### src/shared/sco_map.svh
`ifndef SCO_MAP_SVH
`define SCO_MAP_SVH
// Opcodes written to the command register
`define SCO_OP_STREAM     8'h51
`define SCO_OP_OVERLAY    8'hb1
// Overlay feature codes
`define SCO_DCO_RESTORE   8'hc0
`define SCO_DCO_FREEZE    8'hc1
`define SCO_DCO_IDENTIFY  8'hc2
`define SCO_DCO_SET       8'hc3
// Feature field positions
`define SCO_FEAT_ADD      7
`define SCO_FEAT_DIR      6
`define SCO_FEAT_SEL_HI   2
`define SCO_FEAT_LIM_HI   15
`define SCO_FEAT_LIM_LO   8
// Error and status bits
`define SCO_ERR_ABT       2
`define SCO_STS_ERR       0
`define SCO_STS_DRQ       3
`define SCO_STS_DF        5
`define SCO_STS_RDY       6
`define SCO_STS_BSY       7
`define SCO_STS_RESET     8'h40
// Interrupt status bits
`define SCO_INT_DONE      0
`define SCO_INT_ABORT     1
`define SCO_INT_FREEZE    2
// Register byte offsets
`define SCO_A_FEATURE     8'h00
`define SCO_A_COUNT       8'h04
`define SCO_A_COMMAND     8'h08
`define SCO_A_ERROR       8'h0c
`define SCO_A_STATUS      8'h10
`define SCO_A_COUNT_OUT   8'h14
`define SCO_A_CYL         8'h18
`define SCO_A_INT_STS     8'h1c
`define SCO_A_INT_MASK    8'h20
`define SCO_A_LIM_UNIT    8'h24
`define SCO_A_ELAPSED     8'h28
// Timing: one microsecond at the 4 ns clock
`define SCO_US_NS         1000
`define SCO_CLK_NS        4
`define SCO_US_CYCLES     ((`SCO_US_NS + `SCO_CLK_NS - 1) / `SCO_CLK_NS)
`endif

### src/shared/sco_pkg.sv
package sco_pkg;
    // Command sequencer states
    typedef enum logic [1:0] {
        SCO_IDLE = 2'b00,
        SCO_EXEC = 2'b01,
        SCO_WAIT = 2'b10
    } sco_fsm_t;

    // Whole module state
    typedef struct packed {
        sco_fsm_t         state;
        logic [15:0]      feature;
        logic [15:0]      count;
        logic [7:0]       command;
        logic [7:0]       error;
        logic [7:0]       status;
        logic [7:0]       count_out;
        logic [7:0]       cyl_lo;
        logic [7:0]       cyl_hi;
        logic             intrq;
        logic             irq;
        logic [2:0]       int_sts;
        logic [2:0]       int_mask;
        logic [31:0]      limit_unit;
        logic             freeze;
        logic [7:0]       valid;
        logic [7:0]       dir;
        logic [7:0][39:0] def_limit;
        logic [7:0][15:0] alloc;
        logic [7:0]       prescale;
        logic [31:0]      elapsed;
        logic             sup_meta;
        logic             sup_sync;
        logic [31:0]      rdata;
        logic [39:0]      limit;
        logic             limit_valid;
        logic             identify_req;
        logic             check_req;
        logic             check_set;
    } sco_state_t;
endpackage

### src/verilog/sco_cmd.sv
// Summary of operation
// RULE1 - Command 51h decodes as stream configuration
// RULE2 - Feature bit 7: add or remove stream
// RULE3 - Add on valid selector overwrites stored parameters
// RULE4 - Aborted configuration leaves stream parameters unchanged
// RULE5 - Abort when streaming is not supported
// RULE6 - Abort removal of never configured selector
// RULE7 - Feature bit 6: read or write stream
// RULE8 - Selector in feature bits 2:0, values 0-7
// RULE9 - Default limit is feature high byte times unit
// RULE10 - Zero limit later applies stored default
// RULE11 - Time counted from command write to completion interrupt
// RULE12 - Limit below minimum is raised to minimum; code raises only the stored default, a nonzero strm_cmd_limit passes unchanged
// RULE13 - Allocation unit: sixteen bits from both count bytes
// RULE14 - Command B1h decodes as overlay family
// RULE15 - Overlay feature selects restore, freeze, identify, set
// RULE16 - Restriction abort returns reason, word, bit
// RULE17 - After freeze lock all overlay commands abort
// RULE18 - Reserved overlay feature codes abort
// RULE19 - Completion reports abort only, no fault, interrupt
`include "sco_map.svh"

module sco_cmd #(
    parameter logic [39:0] MIN_LIMIT_US = 40'h1
) (
    input  wire logic        clk,
    input  wire logic        reset,
    input  wire logic        power_on_reset,
    input  wire logic [7:0]  reg_addr,
    input  wire logic [31:0] reg_wdata,
    input  wire logic        reg_wr,
    input  wire logic        reg_rd,
    output logic      [31:0] reg_rdata,
    input  wire logic        streaming_supported,
    output logic             check_req,
    output logic             check_set,
    input  wire logic        check_done,
    input  wire logic        check_violation,
    input  wire logic [7:0]  check_reason,
    input  wire logic [7:0]  check_word,
    input  wire logic [7:0]  check_bit,
    output logic             identify_req,
    input  wire logic        strm_cmd_valid,
    input  wire logic [2:0]  strm_cmd_sel,
    input  wire logic [39:0] strm_cmd_limit,
    output logic      [39:0] strm_limit_us,
    output logic             strm_limit_valid,
    output logic             intrq,
    output logic             irq
);
    // Last prescaler count of one microsecond
    localparam logic [7:0] US_LAST = 8'(`SCO_US_CYCLES - 1);

    // Prescaler must fit its eight bits and minimum must be nonzero
    if (`SCO_US_CYCLES > 256 || MIN_LIMIT_US == 40'h0) begin : g_bad_param
        $error("sco_cmd: unsupported parameter values");
    end

    sco_pkg::sco_state_t r;      // Registered state
    sco_pkg::sco_state_t next_r; // Next state

    // Default limit scaled by the unit, clamped at the minimum
    function automatic logic [39:0] sco_scale(input logic [7:0] lim, input logic [31:0] unit);
        logic [39:0] prod;
        prod = 40'(lim) * 40'(unit); // RULE9
        if (prod < MIN_LIMIT_US) begin
            prod = MIN_LIMIT_US; // RULE12
        end
        return prod;
    endfunction

    // Next state logic
    always_comb begin
        logic [2:0] sel;
        logic       done;
        logic       abort;
        sel   = r.feature[`SCO_FEAT_SEL_HI:0]; // RULE8
        done  = 1'b0;
        abort = 1'b0;
        next_r = r;
        // Single cycle pulses
        next_r.limit_valid  = 1'b0;
        next_r.identify_req = 1'b0;
        next_r.check_req    = 1'b0;
        // Support pin comes from outside the clock domain
        next_r.sup_meta = streaming_supported;
        next_r.sup_sync = r.sup_meta;

        // Microsecond timer runs while a command is busy
        if (r.state != sco_pkg::SCO_IDLE) begin
            if (r.prescale == US_LAST) begin
                next_r.prescale = 8'h0;
                next_r.elapsed  = r.elapsed + 32'h1; // RULE11
            end else begin
                next_r.prescale = r.prescale + 8'h1;
            end
        end

        // Read data valid only in the cycle after the strobe
        next_r.rdata = 32'h0;
        if (reg_rd) begin
            unique case (reg_addr)
                `SCO_A_FEATURE:   next_r.rdata = {16'h0, r.feature};
                `SCO_A_COUNT:     next_r.rdata = {16'h0, r.count};
                `SCO_A_COMMAND:   next_r.rdata = {24'h0, r.command};
                `SCO_A_ERROR:     next_r.rdata = {24'h0, r.error};
                `SCO_A_STATUS:    next_r.rdata = {24'h0, r.status};
                `SCO_A_COUNT_OUT: next_r.rdata = {24'h0, r.count_out};
                `SCO_A_CYL:       next_r.rdata = {16'h0, r.cyl_hi, r.cyl_lo};
                `SCO_A_INT_STS:   next_r.rdata = {29'h0, r.int_sts};
                `SCO_A_INT_MASK:  next_r.rdata = {29'h0, r.int_mask};
                `SCO_A_LIM_UNIT:  next_r.rdata = r.limit_unit;
                `SCO_A_ELAPSED:   next_r.rdata = r.elapsed;
                default:          next_r.rdata = 32'h0; // Unmapped reads zero
            endcase
            // Reading status acknowledges the completion interrupt
            if (reg_addr == `SCO_A_STATUS) begin
                next_r.intrq = 1'b0;
            end
        end

        // Register writes
        if (reg_wr) begin
            unique case (reg_addr)
                `SCO_A_FEATURE:   next_r.feature = reg_wdata[15:0];
                `SCO_A_COUNT:     next_r.count = reg_wdata[15:0];
                `SCO_A_COMMAND: begin
                    // Writes while busy are dropped, the host must poll busy
                    if (r.state == sco_pkg::SCO_IDLE) begin
                        next_r.command  = reg_wdata[7:0];
                        next_r.state    = sco_pkg::SCO_EXEC;
                        next_r.status   = `SCO_STS_RESET | 8'h80;
                        next_r.error    = 8'h0;
                        next_r.intrq    = 1'b0;
                        next_r.elapsed  = 32'h0; // RULE11
                        next_r.prescale = 8'h0;
                    end
                end
                `SCO_A_INT_STS:   next_r.int_sts = r.int_sts & ~reg_wdata[2:0];
                `SCO_A_INT_MASK:  next_r.int_mask = reg_wdata[2:0];
                `SCO_A_LIM_UNIT:  next_r.limit_unit = reg_wdata;
                default: begin
                    // Read-only and unmapped writes ignored
                end
            endcase
        end

        // Command sequencer
        unique case (r.state)
            sco_pkg::SCO_IDLE: begin
                // Waiting for a command write
            end
            sco_pkg::SCO_EXEC: begin
                done = 1'b1;
                next_r.count_out = 8'h0;
                next_r.cyl_lo    = 8'h0;
                next_r.cyl_hi    = 8'h0;
                if (r.command == `SCO_OP_STREAM) begin // RULE1
                    if (!r.sup_sync) begin
                        abort = 1'b1; // RULE5
                    end else if (r.feature[`SCO_FEAT_ADD]) begin // RULE2
                        // Add or replace, also when already valid
                        next_r.valid[sel] = 1'b1; // RULE3
                        next_r.dir[sel]   = r.feature[`SCO_FEAT_DIR]; // RULE7
                        next_r.def_limit[sel] = sco_scale(r.feature[`SCO_FEAT_LIM_HI:`SCO_FEAT_LIM_LO],
                                                          r.limit_unit); // RULE9
                        next_r.alloc[sel] = r.count; // RULE13
                    end else if (!r.valid[sel]) begin
                        abort = 1'b1; // RULE6
                    end else begin
                        next_r.valid[sel] = 1'b0; // RULE2
                    end
                    // Aborted paths write nothing to the stream table (RULE4)
                end else if (r.command == `SCO_OP_OVERLAY) begin // RULE14
                    if (r.freeze) begin
                        abort = 1'b1; // RULE17
                    end else begin
                        unique case (r.feature[7:0]) // RULE15
                            `SCO_DCO_RESTORE, `SCO_DCO_SET: begin
                                // Restriction check lives in the checker
                                done = 1'b0;
                                next_r.check_req = 1'b1;
                                next_r.check_set = (r.feature[7:0] == `SCO_DCO_SET);
                                next_r.state     = sco_pkg::SCO_WAIT;
                            end
                            `SCO_DCO_FREEZE: begin
                                next_r.freeze = 1'b1; // RULE17
                                next_r.int_sts[`SCO_INT_FREEZE] = 1'b1;
                            end
                            `SCO_DCO_IDENTIFY: begin
                                // Data phase is handled elsewhere
                                next_r.identify_req = 1'b1;
                            end
                            default: abort = 1'b1; // RULE18
                        endcase
                    end
                end else begin
                    // Opcodes outside this block abort
                    abort = 1'b1;
                end
            end
            sco_pkg::SCO_WAIT: begin
                // Checker verdict for set or restore
                if (check_done) begin
                    done = 1'b1;
                    if (check_violation) begin
                        abort = 1'b1;
                        next_r.count_out = check_reason; // RULE16
                        next_r.cyl_hi    = check_word; // RULE16
                        next_r.cyl_lo    = check_bit; // RULE16
                    end
                end
            end
            default: begin
                // Illegal code recovers to idle
                next_r.state = sco_pkg::SCO_IDLE;
            end
        endcase

        // Completion reporting, event sets after any clear write
        if (done) begin
            next_r.state = sco_pkg::SCO_IDLE;
            next_r.status = `SCO_STS_RESET; // RULE19
            next_r.status[`SCO_STS_ERR] = abort;
            next_r.status[`SCO_STS_DRQ] = next_r.identify_req;
            next_r.error = abort ? 8'h04 : 8'h0; // RULE19
            next_r.intrq = 1'b1; // RULE19
            next_r.int_sts[`SCO_INT_DONE] = 1'b1;
            if (abort) begin
                next_r.int_sts[`SCO_INT_ABORT] = 1'b1;
            end
        end

        // Later streaming command picks its completion limit
        if (strm_cmd_valid) begin
            next_r.limit_valid = 1'b1;
            if (strm_cmd_limit == 40'h0) begin
                next_r.limit = r.def_limit[strm_cmd_sel]; // RULE10
            end else begin
                next_r.limit = strm_cmd_limit;
            end
        end

        // Level interrupt from unmasked sticky bits
        next_r.irq = |(next_r.int_sts & next_r.int_mask);

        // Reset keeps the freeze lock, only power-on clears it
        if (reset) begin
            next_r = '0;
            next_r.status = `SCO_STS_RESET;
            next_r.freeze = r.freeze; // RULE17
        end
    end

    // State register
    always_ff @(posedge clk) begin
        if (power_on_reset) begin
            r <= '0;
        end else begin
            r <= next_r;
        end
    end

    // Outputs straight from flip-flops
    assign reg_rdata        = r.rdata;
    assign check_req        = r.check_req;
    assign check_set        = r.check_set;
    assign identify_req     = r.identify_req;
    assign strm_limit_us    = r.limit;
    assign strm_limit_valid = r.limit_valid;
    assign intrq            = r.intrq;
    assign irq              = r.irq;
endmodule
### config.mk
export PLATFORM = sky130hd
export DESIGN_NAME = sco_cmd
export DESIGN_NICKNAME = d
export VERILOG_FILES = /design/src/shared/sco_pkg.sv /design/src/verilog/sco_cmd.sv
export VERILOG_INCLUDE_DIRS = /design/src /design/src/shared
export SDC_FILE = /design/constraint.sdc
export NUM_CORES = 2
export LEC_CHECK = 0
export BUFFER_PORTS_ARGS = -buffer_cell sky130_fd_sc_hd__clkbuf_2
export CORE_UTILIZATION = 41
export CTS_BUF_LIST = sky130_fd_sc_hd__clkbuf_4
export CTS_CLUSTER_DIAMETER = 50
export CTS_CLUSTER_SIZE = 30
export DETAILED_ROUTE_END_ITERATION = 8
export PLACE_DENSITY_LB_ADDON = 0.1
export SETUP_SLACK_MARGIN = 0.05
export SLEW_MARGIN = 15
export SYNTH_ARGS = -nofsm -noshare
export SYNTH_HDL_FRONTEND = slang
export SYNTH_SLANG_ARGS = --single-unit
### constraint.sdc
create_clock -name clk -period 6 [get_ports clk]
set_input_delay 0.6 -clock clk [delete_from_list [all_inputs] [get_ports clk]]
set_output_delay 0.6 -clock clk [all_outputs]
set_load 0.03 [all_outputs]
; ---- Word-level counts from Yosys, hierarchy flattened
; Cells that the tools add are included.
[totals]
out_inout_bits = 78
in_bits = 116
elab_cells = 212
regBits = 701
[classes]
eq_ne = 21
add_sub_neg = 2
n_reduce_logical = 32
mul = 1
mux = 95
n_bitwise = 12
magnitude_cmp = 4
[op_table]
columns = operator, n
row1 = $mux W464, 2
row2 = $mux W654, 1
row3 = $mux W40, 12
row4 = $mux W465, 1
row5 = $mux W456, 1
row6 = $pmux W32 S11, 1
row7 = $bwmux W320, 1
row8 = $bwmux W128, 1
row9 = $bmux W40 S3, 1
row10 = $demux W40 S3, 1
row11 = $mux W24, 4
row12 = $mux W32, 3
row13 = $mux W16, 4
row14 = $mux W58, 1
row15 = $demux W16 S3, 1
row16 = $eq A8 B8 Y1 const B, 6
row17 = $pmux W24 S2, 1
row18 = $mux W41, 1
row19 = $logic_not A40 Y1, 1
row20 = $lt A40 B1 Y1 const B, 1
row21 = $mul A8 B32 Y40, 1
row22 = $mux W38, 1
row23 = $mux W1, 33
row24 = $add A32 B1 Y32 const B, 1
row25 = other kinds (38), 86

; ---- Longest topological paths before layout
[logic_depth]
ltp_word = 13
mapped_depth = 23
ltp_nobuf = 20

; ---- Least setup slack after synthesis
; OpenSTA, ideal clock, no wires.
[synth_timing]
path_type = register to register
startpoint = reg r[701] in the netlist's numbering
endpoint = reg r[246] in the netlist's numbering
path_buffers = 3
required_time_ns = 5.899
t_arrival_ns = 5.630
stages_incl_launch_ff = 22
setup_ns = 0.101
slack_ns = 0.269
period_less_slack_ns = 5.731
path_cell_list = dfxtp_1 -> clkbuf_1 -> and2_1 -> fa_1 -> fa_1 -> fa_1 -> inv_1 -> fa_1 -> inv_1 -> ha_1 -> buf_6 -> a21oi_1 -> o21ai_2 -> a32o_2 -> a41oi_1 -> a21oi_2 -> mux2i_1 -> or4_4 -> buf_6 -> nor4b_4 -> nand4_4 -> o41ai_1
[synth_via]
elab_chain_cells = 8
[synth_rtl]
columns = element, line
row1 = "start, declared", sco_cmd.sv:59  ; sco_pkg::sco_state_t r;
row2 = "start signal, assigned", sco_cmd.sv:260  ; r <= next_r;
row3 = $mul A8 B32 Y40, sco_cmd.sv:65  ; prod = 40'(lim) * 40'(unit);
row4 = $lt A40 B1 Y1, sco_cmd.sv:66  ; if (prod < MIN_LIMIT_US) begin
row5 = $mux W40, sco_cmd.sv:66
row6 = $mux W40, sco_cmd.sv:161  ; end else if (r.feature[`SCO_FEAT_ADD]) begin
row7 = $mux W40, sco_cmd.sv:159  ; if (!r.sup_sync) begin
row8 = $mux W40, sco_cmd.sv:158  ; if (r.command == `SCO_OP_STREAM) begin
row9 = $mux W40, sco_cmd.sv:149  ; unique case (r.state)
row10 = $bwmux W320, sco_cmd.sv:165  ; next_r.def_limit[sel] = sco_scale(r.feature[`SCO_FEAT_LIM_HI:`SCO_FEAT_LIM_LO],
; No other way between the ends. The select of a mux whose other input is x is not followed.
; A chain may end at the register's enable or synchronous reset.

; ---- Worst setup path after layout
[layout_timing]
startpoint = reg r[697] in the netlist's numbering
endpoint = reg r[326] in the netlist's numbering
; Same word-level chain as after synthesis.

==> impl_summary.log <==
INFO  metric synth_fp_nets = roughly 4200
INFO  metric yosys-top-cells-area = sky130_fd_sc_hd__dfxtp_1 (35%), sky130_fd_sc_hd__fa_1 (11%), sky130_fd_sc_hd__nand2_1 (9.3%)
INFO  metric first_global_vias = 25700
INFO  metric initial_utilization = 41.4%
INFO  metric cts_num_sinks = ~560
INFO  metric synth_cell_types = 86
INFO  metric report.final.slew_viol_count = 0
INFO  metric grt-ovfl-total = 0
INFO  metric design.die.area = approximately 80000 µm²
INFO  metric switching_share = between 20% and 30%
INFO  metric floorplan.core_area = 77500 µm²
INFO  metric synth_enable_flop_cells = 0
INFO  metric num_io_pins = 194
INFO  metric yosys_register_bits = roughly 560
INFO  metric p_leak = 14.2 nW
INFO  metric drt-total-wl = 98400 µm
INFO  metric final-instance-count-excl-fill = 5143
INFO  metric numCtsBuffers = 70
INFO  metric areaGrowthSynthToFinish = 15.3%
INFO  metric max_clock_freq = ~170 MHz
INFO  metric antenna_violations_before_repair = 3
INFO  metric first_pass_iters = 6
INFO  metric grt_pass1_wl = ~150000 µm
INFO  metric p_clk_share = approximately two fifths
INFO  metric synth.largest_area_cell = sky130_fd_sc_hd__dfxtp_1
INFO  metric grt_start_max_net_pins = ~120
INFO  metric p_switching = around 1.8 mW
INFO  metric dp_hpwl = around 66000 µm
INFO  metric place.detailed.instances = about 4900
INFO  metric finalWeightedCongestion = just over 0.8
INFO  metric hold_path_class = in2reg
INFO  metric cts_buffer_depth = 3
INFO  metric layout_common_cells = sky130_fd_sc_hd__nand2_1 (785), sky130_fd_sc_hd__dfxtp_1 (545), sky130_fd_sc_hd__a21oi_1 (444), sky130_fd_sc_hd__nor2_1 (340), sky130_fd_sc_hd__buf_4 (197)
INFO  metric post_synth_inst_count = 3813
INFO  metric synth-warning-count = 0
INFO  metric wl_met2 = 46000 µm
INFO  metric htree_levels = 3
INFO  metric via_per_inst = around 5.2
INFO  metric detailed_place.area = between 30000 and 40000 µm²
INFO  metric number_of_nets_still_failing_antenna_checks_after_routing = 0
INFO  metric layout_min_cycle_time = a little under 6 ns
INFO  metric met3WireLength = approximately 4800 µm
INFO  metric fin_util = between 40 and 50%
INFO  metric timing.max_slew.rel_slack = 24.3%
INFO  metric crit_required = roughly 6.8 ns
INFO  metric synthesis.area = about 32000 µm²
INFO  metric detail_route.wirelength.met1 = about 45000 µm
INFO  metric final.setup_skew = around 0.09 ns
INFO  metric drive_gt1_share = roughly 18%
INFO  metric post-route-period-util = a little over nine tenths
INFO  metric worst_setup_hold_path_clk_slew = 0.14 ns
INFO  metric crit_path_start_kind = flop
INFO  metric end_kind = flop
INFO  metric first_iter_violations = ~1700
INFO  metric ys.flop_type = sky130_fd_sc_hd__dfxtp_1
INFO  metric groute.usage.overall = about a quarter
INFO  metric grt_setup_unrepaired = true
INFO  metric routed_wire_length_per_instance = about 19 µm
INFO  metric mostFrequentLayoutCell = sky130_fd_sc_hd__nand2_1
INFO  metric finalNetCount = roughly 4400
INFO  metric yosysSeqAreaShare = about a third
INFO  metric worstPathArrival = around 6.6 ns
INFO  metric die_height = between 200 and 300 µm
INFO  metric tritoncts_clock_tree = done
INFO  metric port-buffer-count = about 190
INFO  metric remaining_drc_errors = 0
INFO  metric run_status = finished clean
INFO  metric pwr-share-comb = roughly 4.9%
INFO  metric final-setup-viol-count = 0
INFO  metric dieWidth = between 200 and 300 µm
INFO  metric insertion_delay = approximately 0.93 ns
INFO  metric final-hold-violation-count = 0
INFO  metric dr.max_layer_used = met4
INFO  metric powerDensity = around 180 nW/µm²
INFO  metric std_cell_rows = slightly above 100
INFO  metric power_frac_seq = a little under three fifths
INFO  metric peakVddDrop = 0.000160 V
INFO  metric total_power = 6.57 mW
INFO  metric p_int = 4.78 mW
INFO  metric worstSetupPathType = reg2reg
INFO  metric path_max_fanout = 19
INFO  metric cap_violations = 0
INFO  metric design_area = around 37000 µm²
INFO  metric async_reset_ff_share = 0%
INFO  metric cts-root-buf = sky130_fd_sc_hd__clkbuf_4
INFO  metric syn-mean-instance-area = 8.42 µm²
INFO  metric hold_ws = between 0.06 and 0.07 ns
INFO  metric via_count = 26800
INFO  metric fraction_of_post_synthesis_cell_area_in_the_top_cell_type_by_area = 34.7%
INFO  metric tightest_slew = about 1.1 ns
-- final cells by class --
| class | count | area (µm²) |
|---|---|---|
| fill | 7596 | 40500 |
| multi-input combinational | 2712 | 18800 |
| sequential | 557 | 11200 |
| clock buffer | 72 | 541 |
| clock inverter | 56 | 566 |
| antenna | 5 | 12.5 |
| inverter | 190 | 713 |
| tap | 1040 | 1300 |
| timing repair buffer | 511 | 3870 |
-- cells by family after synthesis --
| group | count (synthesis) | synth area share [%] |
|---|---|---|
| flip-flops | 557 | 34.7 |
| AO/OA/AOI/OAI | 765 | 13.9 |
| XOR/XNOR | 57 | 1.64 |
| buffers and inverters | 544 | 7.77 |
| AND/OR/NAND/NOR | 1511 | 20.9 |
| adder cells (fa/ha/maj) | 247 | 13.8 |
| multiplexers | 132 | 7.23 |
-- synth_stat cells (47+ instances only) --
cell,count
sky130_fd_sc_hd__a211oi_1,47
sky130_fd_sc_hd__a21oi_1,451
sky130_fd_sc_hd__a22oi_1,69
sky130_fd_sc_hd__and2_1,200
sky130_fd_sc_hd__buf_4,76
sky130_fd_sc_hd__clkbuf_1,245
sky130_fd_sc_hd__dfxtp_1,557
sky130_fd_sc_hd__fa_1,180
sky130_fd_sc_hd__ha_1,67
sky130_fd_sc_hd__inv_1,190
sky130_fd_sc_hd__mux2i_1,52
sky130_fd_sc_hd__mux4_2,80
sky130_fd_sc_hd__nand2_1,792
sky130_fd_sc_hd__nor2_1,345
sky130_fd_sc_hd__o21ai_0,85
-- path summary, 6_finish.rpt --
kind                                    start     end  slack, ns  cells after the start
worst max register to register         r[697]  r[326]       0.14                     21
worst min-delay path            reg_wdata[31]  r[614]       0.07                      3
worst max-delay path                   r[697]  r[326]       0.14                     21
worst min register to register          r[77]   r[76]       0.45                      1
-- metrics by stage --
step                      setup TNS (ns)  setup WS [ns]
after floorplan                        0          0.269
after global placement           -0.0709        -0.0133
after detailed placement          -0.184        -0.0522
after CTS                              0         0.0312
after global routing              -0.237        -0.0581
final                                  0          0.137
-- critical path, cell delays in order, from the launching register on --
cell                       delay, ns
sky130_fd_sc_hd__dfxtp_2        0.35
sky130_fd_sc_hd__buf_12         0.15
sky130_fd_sc_hd__buf_4          0.15
sky130_fd_sc_hd__and2_1         0.16
sky130_fd_sc_hd__fa_2           0.35
sky130_fd_sc_hd__fa_1           0.53
sky130_fd_sc_hd__inv_1          0.05
sky130_fd_sc_hd__fa_1           0.46
sky130_fd_sc_hd__fa_1           0.55
sky130_fd_sc_hd__inv_1          0.07
sky130_fd_sc_hd__ha_4           0.25
sky130_fd_sc_hd__o211ai_1       0.21
sky130_fd_sc_hd__a21oi_2        0.07
sky130_fd_sc_hd__buf_4          0.16
sky130_fd_sc_hd__or3_1          0.35
sky130_fd_sc_hd__a211oi_1       0.26
sky130_fd_sc_hd__nor4bb_2       0.31
sky130_fd_sc_hd__nand4b_1       0.16
sky130_fd_sc_hd__nor4_1         0.31
sky130_fd_sc_hd__and4bb_1       0.28
sky130_fd_sc_hd__nand4_4        0.22
sky130_fd_sc_hd__o41ai_2        0.36
-- timing repair --
item | CTS | global route
gates cloned | 0 | 3
endpoints found under the setup margin | 7 | 8
pin swaps | 0 | 32
buffers inserted | 0 | 16
endpoints found under the hold margin | 130 | 0
hold buffers | 98 | 0
gates resized for setup | 7 | 66
-- power groups by stage --
stage / Combinational, mW / Sequential (mW) / Clock, mW
6_report: 0.322 / 3.71 / 2.53
5_1_grt: 0.345 / 3.72 / 2.76
4_1_cts: 0.322 / 3.72 / 2.60
3_5_place_dp: 0.271 / 3.80 / 0
3_3_place_gp: 0.273 / 3.80 / 0
2_1_floorplan: 0.173 / 3.80 / 0
-- sequential cells by signal, indices dropped and copies added (netlist names) --
| register | cells |
|---|---|
| strm_limit_us | 40 |
| strm_limit_valid | 1 |
| irq | 1 |
| r | 479 |
| identify_req | 1 |
| check_set | 1 |
| intrq | 1 |
| check_req | 1 |
| reg_rdata | 32 |
-- routing by layer --
layer,global-route usage (%),up-vias
li1,-,13100
met1,33.0,12800
met2,40.3,714
met3,3.59,135
met4,7.23,0
met5,0,-
No activity file was read; power rests on OpenSTA's default activity.
